==> config.mk <==
export PLATFORM = sky130hd
export DESIGN_NAME = utiu_core
export DESIGN_NICKNAME = d
export VERILOG_FILES = /design/src/hw/utiu_pkg.sv /design/src/hw/utiu_core.sv
export SDC_FILE = /design/constraint.sdc
export NUM_CORES = 1
export LEC_CHECK = 0
export BUFFER_PORTS_ARGS = -buffer_cell sky130_fd_sc_hd__clkbuf_2
export CORE_MARGIN = 2
export CORE_UTILIZATION = 40
export DETAILED_ROUTE_END_ITERATION = 10
export HOLD_SLACK_MARGIN = 0.1
export SETUP_SLACK_MARGIN = 0.4
export SKIP_LAST_GASP = 1
export SLEW_MARGIN = 5
export SYNTH_ARGS = -nofsm -noshare
export SYNTH_HDL_FRONTEND = slang
export SYNTH_SLANG_ARGS = --single-unit
==> constraint.sdc <==
create_clock -name clk -period 10.85 [get_ports clk]
set_clock_uncertainty 0.15 [all_clocks]
set_input_delay 0.5425 -clock clk [delete_from_list [all_inputs] [get_ports clk]]
set_output_delay 0.5425 -clock clk [all_outputs]
set_load 0.02 [all_outputs]
==> src/hw/utiu_pkg.sv <==
// Constants, field layouts and carrier types of the unsigned table
// interpolate unit.
// Assumes a 32-bit operand path and a sequencer on the same clock.
package utiu_pkg;

    // Instruction layout: first word and extension word.
    localparam logic [9:0] OP_PATTERN  = 10'h3e0;
    localparam int         OP_PAT_HI   = 15;
    localparam int         OP_PAT_LO   = 6;
    localparam int         EA_MODE_HI  = 5;
    localparam int         EA_MODE_LO  = 3;
    localparam int         EA_REG_HI   = 2;
    localparam int         EA_REG_LO   = 0;
    localparam int         EXT_Z15     = 15;
    localparam int         EXT_DX_HI   = 14;
    localparam int         EXT_DX_LO   = 12;
    localparam int         EXT_Z11     = 11;
    localparam int         EXT_R_BIT   = 10;
    localparam int         EXT_MD_HI   = 9;
    localparam int         EXT_MD_LO   = 8;
    localparam int         EXT_SZ_HI   = 7;
    localparam int         EXT_SZ_LO   = 6;
    localparam logic [1:0] EXT_MD_TBL  = 2'h1;
    localparam logic [1:0] EXT_MD_REG  = 2'h0;

    // Size codes.
    localparam logic [1:0] SZ_BYTE     = 2'h0;
    localparam logic [1:0] SZ_WORD     = 2'h1;
    localparam logic [1:0] SZ_LONG     = 2'h2;

    // Effective address modes.
    localparam logic [2:0] EA_DREG     = 3'h0;
    localparam logic [2:0] EA_IND      = 3'h2;
    localparam logic [2:0] EA_DISP     = 3'h5;
    localparam logic [2:0] EA_INDEX    = 3'h6;
    localparam logic [2:0] EA_OTHER    = 3'h7;
    localparam logic [2:0] EA_OTH_MAX  = 3'h3;

    // Fraction and rounding.
    localparam int         FRAC_W      = 8;
    localparam logic [41:0] RND_HALF   = 42'h80;

    // Register map, byte addresses.
    localparam logic [11:0] ADDR_CTRL   = 12'h000;
    localparam logic [11:0] ADDR_STATUS = 12'h004;
    localparam logic [11:0] ADDR_RESULT = 12'h008;
    localparam logic        CTRL_EN_RST = 1'b1;

    typedef enum logic [1:0] {ST_IDLE, ST_RD0, ST_RD1, ST_CALC} utiu_fsm_t;

    typedef struct packed {
        logic [15:0] op_word;
        logic [15:0] ext_word;
        logic [31:0] ea_addr;
        logic [31:0] dx_val;
        logic [31:0] dym_val;
        logic [31:0] dyn_val;
    } utiu_req_t;

    typedef struct packed {
        logic        rd_req;
        logic [31:0] addr;
        logic [1:0]  size;
    } utiu_mem_t;

    typedef struct packed {
        logic        done;
        logic        illegal;
        logic        reg_we;
        logic [2:0]  reg_idx;
        logic [31:0] value;
        logic        ccr_we;
        logic        n;
        logic        z;
        logic        v;
        logic        c;
    } utiu_wb_t;

    typedef struct packed {
        utiu_fsm_t   fsm;
        logic        ctrl_en;
        logic        last_illegal;
        logic        round_n;
        logic [1:0]  size;
        logic [2:0]  dx_idx;
        logic [31:0] dx_val;
        logic [31:0] e0;
        logic [31:0] e1;
        utiu_mem_t   mem;
        utiu_wb_t    wb;
        logic [31:0] prdata;
    } utiu_state_t;

    localparam utiu_state_t UTIU_ST_RST = '{
        fsm:     ST_IDLE,
        ctrl_en: CTRL_EN_RST,
        default: '0
    };

endpackage
==> src/hw/utiu_core.sv <==
// Unsigned table lookup and interpolate execution unit with APB registers.
// Assumes the sequencer supplies the computed effective address and the
// register values, and a memory port answers reads with a one-cycle ack.
//
// Behaviour
// - Table offset is integer byte of destination times operand size.
// - Difference of next minus selected entry, scaled by fraction, added.
// - Points from memory or registers; rounded divides by 256.
// - Register mode uses both operand registers and only the fraction byte.
// - Entries are unsigned and zero extended from 8, 16 or 32 bits.
// - Unrounded results are zero extended to fill the destination.
// - Rounding adds one when the adjusted fraction is at least half.
// - Rounded result writes only the bits of the selected size.
// - Unrounded integer goes to bits 15..8, 23..8 or 31..8.
// - Unrounded fraction always lands in the lowest destination byte.
// - N from msb, Z on zero, X kept, C always cleared.
// - V set when unrounded long integer exceeds signed 24-bit range.
// - Table form: fixed pattern, effective address, extension mode 01.
// - Register form: mode zero, operand registers in both words.
// - Size field 00 byte, 01 word, 10 long.
// - Table mode accepts control addressing modes only.
// - Effective address mode zero selects register interpolation.
// - Rounding bit 0 gives rounded, 1 gives unrounded output.
// - Interpolation resolves one 256th of an entry step.
//
// Register access over APB and the register offsets are this design's own decisions.
`timescale 1ns/1ns
module utiu_core
(
    input  wire logic              clk,
    input  wire logic              rst_b,
    input  wire logic              ce,
    input  wire logic              req_valid,
    output      logic              req_ready,
    input  wire utiu_pkg::utiu_req_t req,
    output      utiu_pkg::utiu_mem_t mem,
    input  wire logic              mem_ack,
    input  wire logic [31:0]       mem_rdata,
    output      utiu_pkg::utiu_wb_t  wb,
    input  wire logic              psel,
    input  wire logic              penable,
    input  wire logic              pwrite,
    input  wire logic [11:0]       paddr,
    input  wire logic [31:0]       pwdata,
    output      logic [31:0]       prdata,
    output      logic              pready,
    output      logic              pslverr
);
    import utiu_pkg::*;

    utiu_state_t st_r;
    utiu_state_t st_nxt;

    ////////////////////////////////////////////////////////////////////////
    // Helpers.

    function automatic logic [31:0] zext(input logic [31:0] v,
                                         input logic [1:0]  sz);
        logic [31:0] r;
        r = v;
        if (sz == SZ_BYTE)
        begin
            r = {24'h0, v[7:0]};
        end
        else if (sz == SZ_WORD)
        begin
            r = {16'h0, v[15:0]};
        end
        return r;
    endfunction

    function automatic logic [31:0] size_bytes(input logic [1:0] sz);
        logic [31:0] r;
        r = 32'h1;
        if (sz == SZ_WORD)
        begin
            r = 32'h2;
        end
        else if (sz == SZ_LONG)
        begin
            r = 32'h4;
        end
        return r;
    endfunction

    ////////////////////////////////////////////////////////////////////////
    // Decode of an incoming request.

    logic [2:0]  ea_mode;
    logic [2:0]  ea_reg;
    logic [1:0]  dec_size;
    logic        reg_mode;
    logic        ea_ok;
    logic        dec_illegal;
    logic [31:0] tbl_addr0;

    assign ea_mode  = req.op_word[EA_MODE_HI:EA_MODE_LO];
    assign ea_reg   = req.op_word[EA_REG_HI:EA_REG_LO];
    assign dec_size = req.ext_word[EXT_SZ_HI:EXT_SZ_LO];
    assign reg_mode = (ea_mode == EA_DREG);

    always_comb
    begin
        ea_ok = 1'b0;
        if (ea_mode == EA_IND || ea_mode == EA_DISP ||
            ea_mode == EA_INDEX)
        begin
            ea_ok = 1'b1;
        end
        else if (ea_mode == EA_OTHER)
        begin
            ea_ok = (ea_reg <= EA_OTH_MAX);
        end
    end

    always_comb
    begin
        dec_illegal = 1'b0;
        if (req.op_word[OP_PAT_HI:OP_PAT_LO] != OP_PATTERN ||
            req.ext_word[EXT_Z15] || req.ext_word[EXT_Z11])
        begin
            dec_illegal = 1'b1;
        end
        else if (dec_size == 2'h3)
        begin
            dec_illegal = 1'b1;
        end
        else if (reg_mode)
        begin
            dec_illegal = (req.ext_word[EXT_MD_HI:EXT_MD_LO]
                           != EXT_MD_REG);
        end
        else
        begin
            dec_illegal = !ea_ok ||
                          (req.ext_word[EXT_MD_HI:EXT_MD_LO]
                           != EXT_MD_TBL);
        end
    end

    // Entry address: base plus integer part scaled by the entry size.
    assign tbl_addr0 = req.ea_addr +
                       ({24'h0, req.dx_val[15:8]} *
                        size_bytes(dec_size));

    ////////////////////////////////////////////////////////////////////////
    // Interpolation datapath, fed from the captured entries.

    logic [7:0]  frac;
    logic [32:0] diff;
    logic [41:0] prod;
    logic [41:0] full;
    logic [41:0] rnd_t;
    logic [41:0] rnd_q;
    logic [41:0] rnd_sum;
    logic [31:0] rnd;
    logic [31:0] res_val;
    logic        res_n;
    logic        res_z;
    logic        res_v;

    assign frac = st_r.dx_val[FRAC_W-1:0];
    assign diff = {1'b0, st_r.e1} - {1'b0, st_r.e0};
    assign prod = {{9{diff[32]}}, diff} * {34'h0, frac};
    assign full = {2'h0, st_r.e0, 8'h0} + prod;
    assign rnd_t = prod + RND_HALF;
    assign rnd_q = {{8{rnd_t[41]}}, rnd_t[41:8]};
    assign rnd_sum = {10'h0, st_r.e0} + rnd_q;
    assign rnd = rnd_sum[31:0];

    always_comb
    begin
        res_val = st_r.dx_val;
        res_n   = 1'b0;
        res_z   = 1'b0;
        res_v   = 1'b0;
        if (!st_r.round_n)
        begin
            if (st_r.size == SZ_BYTE)
            begin
                res_val = {st_r.dx_val[31:8], rnd[7:0]};
                res_n   = rnd[7];
                res_z   = (rnd[7:0] == 8'h0);
            end
            else if (st_r.size == SZ_WORD)
            begin
                res_val = {st_r.dx_val[31:16], rnd[15:0]};
                res_n   = rnd[15];
                res_z   = (rnd[15:0] == 16'h0);
            end
            else
            begin
                res_val = rnd;
                res_n   = rnd[31];
                res_z   = (rnd == 32'h0);
            end
        end
        else
        begin
            if (st_r.size == SZ_BYTE)
            begin
                res_val = {16'h0, full[15:0]};
            end
            else if (st_r.size == SZ_WORD)
            begin
                res_val = {8'h0, full[23:0]};
            end
            else
            begin
                res_val = full[31:0];
                res_v   = !(&full[41:31]) && (|full[41:31]);
            end
            res_n = res_val[31];
            res_z = (res_val == 32'h0);
        end
    end

    ////////////////////////////////////////////////////////////////////////
    // APB decode.

    logic        apb_setup;
    logic        apb_access;
    logic        addr_bad;
    logic [31:0] rd_mux;

    assign apb_setup  = psel && !penable;
    assign apb_access = psel && penable;

    always_comb
    begin
        addr_bad = 1'b0;
        rd_mux   = 32'h0;
        if (paddr == ADDR_CTRL)
        begin
            rd_mux = {31'h0, st_r.ctrl_en};
        end
        else if (paddr == ADDR_STATUS)
        begin
            rd_mux = {24'h0, st_r.wb.n, st_r.wb.z, st_r.wb.v, st_r.wb.c,
                      2'h0, st_r.last_illegal, (st_r.fsm != ST_IDLE)};
        end
        else if (paddr == ADDR_RESULT)
        begin
            rd_mux = st_r.wb.value;
        end
        else
        begin
            addr_bad = 1'b1;
        end
    end

    assign pready  = ce;
    assign pslverr = apb_access && addr_bad;
    assign prdata  = st_r.prdata;

    ////////////////////////////////////////////////////////////////////////
    // Sequencer and state update.

    assign req_ready = ce && (st_r.fsm == ST_IDLE) && st_r.ctrl_en;
    assign mem       = st_r.mem;
    assign wb        = st_r.wb;

    always_comb
    begin
        st_nxt            = st_r;
        st_nxt.wb.done    = 1'b0;
        st_nxt.wb.illegal = 1'b0;
        st_nxt.wb.reg_we  = 1'b0;
        st_nxt.wb.ccr_we  = 1'b0;
        if (apb_setup && !pwrite)
        begin
            st_nxt.prdata = rd_mux;
        end
        if (apb_access && pwrite && paddr == ADDR_CTRL)
        begin
            st_nxt.ctrl_en = pwdata[0];
        end
        case (st_r.fsm)
            ST_IDLE:
            begin
                if (req_valid && req_ready)
                begin
                    st_nxt.size    = dec_size;
                    st_nxt.round_n = req.ext_word[EXT_R_BIT];
                    st_nxt.dx_idx  = req.ext_word[EXT_DX_HI:EXT_DX_LO];
                    st_nxt.dx_val  = req.dx_val;
                    if (dec_illegal)
                    begin
                        st_nxt.wb.illegal    = 1'b1;
                        st_nxt.wb.done       = 1'b1;
                        st_nxt.last_illegal  = 1'b1;
                    end
                    else if (reg_mode)
                    begin
                        st_nxt.e0  = zext(req.dym_val, dec_size);
                        st_nxt.e1  = zext(req.dyn_val, dec_size);
                        st_nxt.fsm = ST_CALC;
                        st_nxt.last_illegal = 1'b0;
                    end
                    else
                    begin
                        st_nxt.mem.rd_req = 1'b1;
                        st_nxt.mem.addr   = tbl_addr0;
                        st_nxt.mem.size   = dec_size;
                        st_nxt.fsm        = ST_RD0;
                        st_nxt.last_illegal = 1'b0;
                    end
                end
            end
            ST_RD0:
            begin
                if (mem_ack)
                begin
                    st_nxt.e0       = zext(mem_rdata, st_r.size);
                    st_nxt.mem.addr = st_r.mem.addr +
                                      size_bytes(st_r.size);
                    st_nxt.fsm      = ST_RD1;
                end
            end
            ST_RD1:
            begin
                if (mem_ack)
                begin
                    st_nxt.e1         = zext(mem_rdata, st_r.size);
                    st_nxt.mem.rd_req = 1'b0;
                    st_nxt.fsm        = ST_CALC;
                end
            end
            ST_CALC:
            begin
                st_nxt.wb.done    = 1'b1;
                st_nxt.wb.reg_we  = 1'b1;
                st_nxt.wb.reg_idx = st_r.dx_idx;
                st_nxt.wb.value   = res_val;
                st_nxt.wb.ccr_we  = 1'b1;
                st_nxt.wb.n       = res_n;
                st_nxt.wb.z       = res_z;
                st_nxt.wb.v       = res_v;
                st_nxt.wb.c       = 1'b0;
                st_nxt.fsm        = ST_IDLE;
            end
            default:
            begin
                st_nxt.fsm = ST_IDLE;
            end
        endcase
    end

    always_ff @(posedge clk or negedge rst_b)
    begin
        if (!rst_b)
        begin
            st_r <= UTIU_ST_RST;
        end
        else if (ce)
        begin
            st_r <= st_nxt;
        end
    end

endmodule

After elaboration in Yosys (flattened, before gate mapping)
Cells that the tools add are included.
{"block": "word_totals", "output_inout_bits": 113, "ff_bits": 215, "wordCells": 158}
{"block": "op_classes", "multipliers": 2, "reduce_logical": 44, "add_sub_neg": 6, "magnitude_cmp": 1, "bitwise": 2, "eq_ne": 22, "n_mux": 59}
{"op": "2-to-1 mux 32 bit", "count": 20}
{"op": "one-hot mux 32 bit (2 select lines)", "count": 2}
{"op": "2-to-1 mux 101 bit", "count": 1}
{"op": "2-to-1 mux 99 bit", "count": 1}
{"op": "adder 32 bit", "count": 3}
{"op": "one-hot mux 33 bit (2 select lines)", "count": 1}
{"op": "zero test 32 bit", "count": 2}
{"op": "2-to-1 mux 64 bit", "count": 1}
{"op": "adder 40 x 42 -> 42 bit", "count": 1}
{"op": "multiplier 33 x 9 -> 42 bit", "count": 1}
{"op": "2-to-1 mux 41 bit", "count": 1}
{"op": "adder 40 x 8 -> 40 bit, second input constant", "count": 1}
{"op": "2-to-1 mux 35 bit", "count": 1}
{"op": "2-to-1 mux 33 bit", "count": 1}
{"op": "subtractor 32 x 32 -> 33 bit", "count": 1}
{"op": "AND reduction 6 bit", "count": 4}
{"op": "2-to-1 mux 1 bit", "count": 19}
{"op": "zero test 16 bit", "count": 1}
{"op": "equality test 12 x 3 -> 1 bit, second input constant", "count": 1}
{"op": "equality test 12 x 4 -> 1 bit, second input constant", "count": 1}
{"op": "zero test 12 bit", "count": 1}
{"op": "2-to-1 mux 2 bit", "count": 6}
{"op": "multiplier 8 x 3 -> 11 bit", "count": 1}
{"op": "AND reduction 11 bit", "count": 1}
{"op": "23 further kinds", "count": 63}

Depth between registers and ports, before layout
{"block": "depth", "ltp_word": 12, "mapped_depth": 46}

Worst setup path before layout
No wires, ideal clock.
{"block": "synth_path", "path_type": "reg-to-reg", "startpoint": "reg st_r[143] (netlist bit)", "endpoint": "reg st_r (netlist bit wb[2])", "setup_time_ns": 0.064, "arrival_time_ns": 9.560, "t_required_ns": 10.636, "n_path_buf": 1, "stages_incl_launch_ff": 45, "setup_slack_ns": 1.076, "path_cell_list": "dfrtp_1 inv_1 ha_1 nor2b_1 o21ai_0 a21boi_0 o211ai_1 a2111oi_0 or2_2 o21ai_0 nand2b_1 xor2_1 nand2_1 fa_1 inv_1 fa_1 fa_1 inv_1 [... 9 more ...] and4b_1 and3_1 and3_1 and3_2 nand2_1 xnor2_1 ha_1 nand2_1 or2_2 o221ai_1 a21o_1 a211oi_1 o32ai_1 nor2_1 a211o_1 o31a_1 nor4_1 a21bo_1"}
{"block": "synth_via", "elab_chain_cells": 8, "elab_cells_between_ends": 15, "classes_between": "add/sub: 4; mul: 1; mux: 6; reduce/logical: 4"}
{"item": "start, declared", "line_no": "utiu_core.sv:51", "rtl": "utiu_state_t st_r;"}
{"item": "start signal, assigned", "line_no": "utiu_core.sv:357", "rtl": "st_r <= st_nxt;"}
{"item": "subtractor 32 x 32 -> 33 bit", "line_no": "utiu_core.sv:163", "rtl": "assign diff = {1'b0, st_r.e1} - {1'b0, st_r.e0};"}
{"item": "multiplier 33 x 9 -> 42 bit", "line_no": "utiu_core.sv:164", "rtl": "assign prod = {{9{diff[32]}}, diff} * {34'h0, frac};"}
{"item": "adder 40 x 8 -> 40 bit / adder 40 x 42 -> 42 bit (equally long branches)", "line_no": "utiu_core.sv:166, utiu_core.sv:165"}
{"item": "adder 32 bit / 2-to-1 mux 32 bit (equally long branches)", "line_no": "utiu_core.sv:168, utiu_core.sv:204"}
{"item": "zero test 32 bit (tied with other cells)", "line_no": "utiu_core.sv:195", "rtl": "res_z = (rnd == 32'h0);"}
{"item": "2-to-1 mux 1 bit / 2-to-1 mux 32 bit (equally long branches)", "line_no": "utiu_core.sv:185, utiu_core.sv:177"}
{"item": "2-to-1 mux 1 bit / zero test 32 bit (equally long branches)", "line_no": "utiu_core.sv:179, utiu_core.sv:214"}
{"item": "2-to-1 mux 1 bit *", "line_no": "utiu_core.sv:177", "rtl": "if (!st_r.round_n)"}
Every way passes the cells marked *; elsewhere a longest branch is shown, timed or not. The select of a mux whose other input is x is not followed.
A chain may end at the register's enable or synchronous reset.

Final worst setup path
Ends and elaborated chain as after synthesis.

==> impl_metrics.toml <==
[outcome]
status = "finished, final reports clean"

[die]
die_w_um = 270
rows = 97
initial_core_util = 0.404
pin_count = 357
dieArea_um2 = 72800
fp.dieH_um = 270
core_um2 = 70000

[power]
power_mw = 3.48
powerDensity_nw_per_um2 = 101
p_leak_nw = 17.1
peakVddDrop_mv = 0.123

[logic_synthesis]
avgSynthCellArea_um2 = 8.17
synth.yosys.warnings = 0
synth_seq_cells = 214
synthArstFlopShare = 1.00
ys.flop_type = "dfrtp_1"
syn_nets = 4138
synth_edf_count = 0
yosys.cell_types.count = 106
ys_seq_area_frac = 0.189
netlist_instances = 3461
synth_area_um2 = 28300

[run]
maxCapViolations = 0

[worst_setup_path]
regToRegSetupSlack_ns = 0.70
r2r_start = "st_r[143]$_DFFE_PN0P_"
cp_slowest_stage_delay_ns = 0.57
crit_fanout = 4
path_buf_inv = 9
path_depth = 46
worstPathArrival_ns = 10.44
reg2regPathDepth = 46
crit_type = "flip-flop to flip-flop"
critical_path.endpoint_type = "flip-flop"
slowest_stage = "fa_1"
timing.rr.end = "wb[2]$_DFFE_PN0P_"
cpMostUsedCell = "fa_1"
start_kind = "flip-flop"
cp.required_ns = 11.14
critPathTopFamily = "adder cells"

[clock_network]
root_buffer = "clkbuf_16"
numCtsBuffers = 25
cts_tree = "yes"
htreeDepth = 1
clk_pin_slew_ns = 0.06
numClockSinks = 214
clk-insertion-delay-late_ns = 0.57
clockBufferDepth = 3

[timing]
min_period_ns = 10.15
final_hold_viol_count = 0
setup_tns_ns = 0
maxSlewHeadroom = 0.203
whs_ns = 0.122
setup_viol = 0
grt_setup_unrepaired = "yes"
period_share = 0.936
slew_viol_final = 0
worst_slew_pin_slew_ns = 1.19
clock.fmax_ghz = 0.0985

[routing]
drt-initial-drc-count = 1729
drcViolationCount = 0
first_pass_iters = 5
wl_per_cell_um = 18.2
num_vias = 26200
vias_per_cell = 5.36
antenna_left = 0
routed_wl_um = 89300

[place]
dpl-instance-area_um2 = 32000
io_buffer_count = 316
gp_congestion = 0.919
hpwl_um = 72900

[hold_path]
hold_path_depth = 3
hp-start = "req[25]"
hp-class = "primary input to flip-flop"
worst_hold_path.endpoint = "st_r[135]$_DFFE_PN0P_"

[cells_and_area]
fin_util = 0.490
drive_gt1_frac = 0.235
area_growth_pct = 21.4
fillers = 6851
mostFrequentLayoutCells = "nand2_1 (484), inv_1 (386), buf_4 (337)"
postLayoutCellArea_um2 = 34300
final_common_cell = "nand2_1"
finalNetCount = 4616

[global_routing]
antenna_found_initial = 9
grt_max_degree = 73
grt_pass1_wl_um = 139000
grt_pass1_vias = 25400
grt.total_usage = 0.237
grt_overflow = 0
registers in the layout, indices dropped and copies added (netlist names):
| signal | count |
|---|---|
| st_r | 98 |
| wb | 41 |
| mem | 35 |
| prdata | 32 |
| frac | 8 |
tightest hold or removal path: stages:
cell and delay (ns):
clkbuf_2 0.08, a32oi_1 0.05, o21ai_0 0.13
cells in the mapped netlist (20+ instances only):
library cell	n	area (um^2)
a211oi_1	35	263
a21o_1	59	443
a21oi_1	205	1030
a22o_1	29	254
a31oi_1	20	125
a32oi_1	32	280
and2_1	152	951
and3_1	27	169
buf_4	113	848
clkbuf_1	120	450
dfrtp_1	213	5330
fa_1	216	4320
ha_1	217	2720
inv_1	391	1470
mux2i_1	21	210
nand2_1	492	1850
nand2b_1	35	219
nand3_1	58	290
nand4_1	34	213
nor2_1	123	462
nor2b_1	44	275
nor3_1	59	295
nor3b_1	22	165
nor4_1	20	125
o21a_1	31	233
o21ai_0	190	951
xnor2_1	117	1020
xor2_1	41	359
report_power, final:
| group | internal [mW] | switching [mW] |
|---|---|---|
| Sequential | 0.896 | 0.115 |
| Combinational | 0.583 | 1.02 |
| Clock | 0.501 | 0.360 |
timing repair:
action / CTS / global route
endpoints found under the hold margin: 107 / 0
setup buffers: 1 / 40
hold buffers: 39 / 0
resized for setup: 13 / 171
pin swaps: 1 / 82
setup endpoints to repair: 5 / 15
layout make-up:
cell class / instances / area, um^2 / area share
multi-input cells: 2608 / 20900 / 0.609
diodes: 1 / 2.50 / 0.0000729
well taps: 940 / 1180 / 0.0343
flip-flops and latches: 214 / 5370 / 0.157
inverters: 393 / 1480 / 0.0430
repair buffers: 697 / 4570 / 0.133
clock buffers: 34 / 699 / 0.0204
clock inverters: 10 / 124 / 0.00361
logic make-up (layout without fill, tap and decap cells):
group                      after synthesis  count (layout)  share of synthesized area
xor gates and xnor gates               163             163                     0.0518
DFF                                    214             214                      0.189
muxes                                   35              35                     0.0130
adders and majority gates              433             433                      0.249
and+or+nand+nor                       1155            1155                      0.203
buffers and inverters                  639            1134                      0.100
other                                    1               2                   0.000133
AOI/OAI and AO/OA                      821             821                      0.193
stage by stage:
| stage | setup slack, ns | instances |
|---|---|---|
| 2_1_floorplan | 1.08 | 3461 |
| 4_1_cts | 0.401 | 4856 |
| 5_1_grt | 0.273 | 4896 |
| 6_report | 0.700 | 4897 |
| 3_3_place_gp | 0.230 | 4772 |
| 3_5_place_dp | 0.183 | 4772 |
per-layer routing:
layer / vias up / GRT usage / part of all wire
li1: 12700 / - / -
met1: 12800 / 0.321 / 0.44
met2: 700 / 0.393 / 0.47
met3: 113 / 0.0392 / 0.064
met4: 6 / 0.0594 / 0.025
met5: - / 0 / 0.00045
worst max-delay path by stage:
stage,startpoint,to,slack (ns)
finish,st_r[143]$_DFFE_PN0P_,wb[2]$_DFFE_PN0P_,0.70
floorplan,st_r[143]$_DFFE_PN0P_,wb[2]$_DFFE_PN0P_,1.08
global route,st_r[143]$_DFFE_PN0P_,wb[2]$_DFFE_PN0P_,0.27
global placement,st_r[144]$_DFFE_PN0P_,wb[1]$_DFFE_PN0P_,0.23
CTS,st_r[142]$_DFFE_PN0P_,wb[3]$_DFFE_PN0P_,0.40
detailed placement,st_r[144]$_DFFE_PN0P_,wb[3]$_DFFE_PN0P_,0.18
Power figures use the tool's default switching activity.
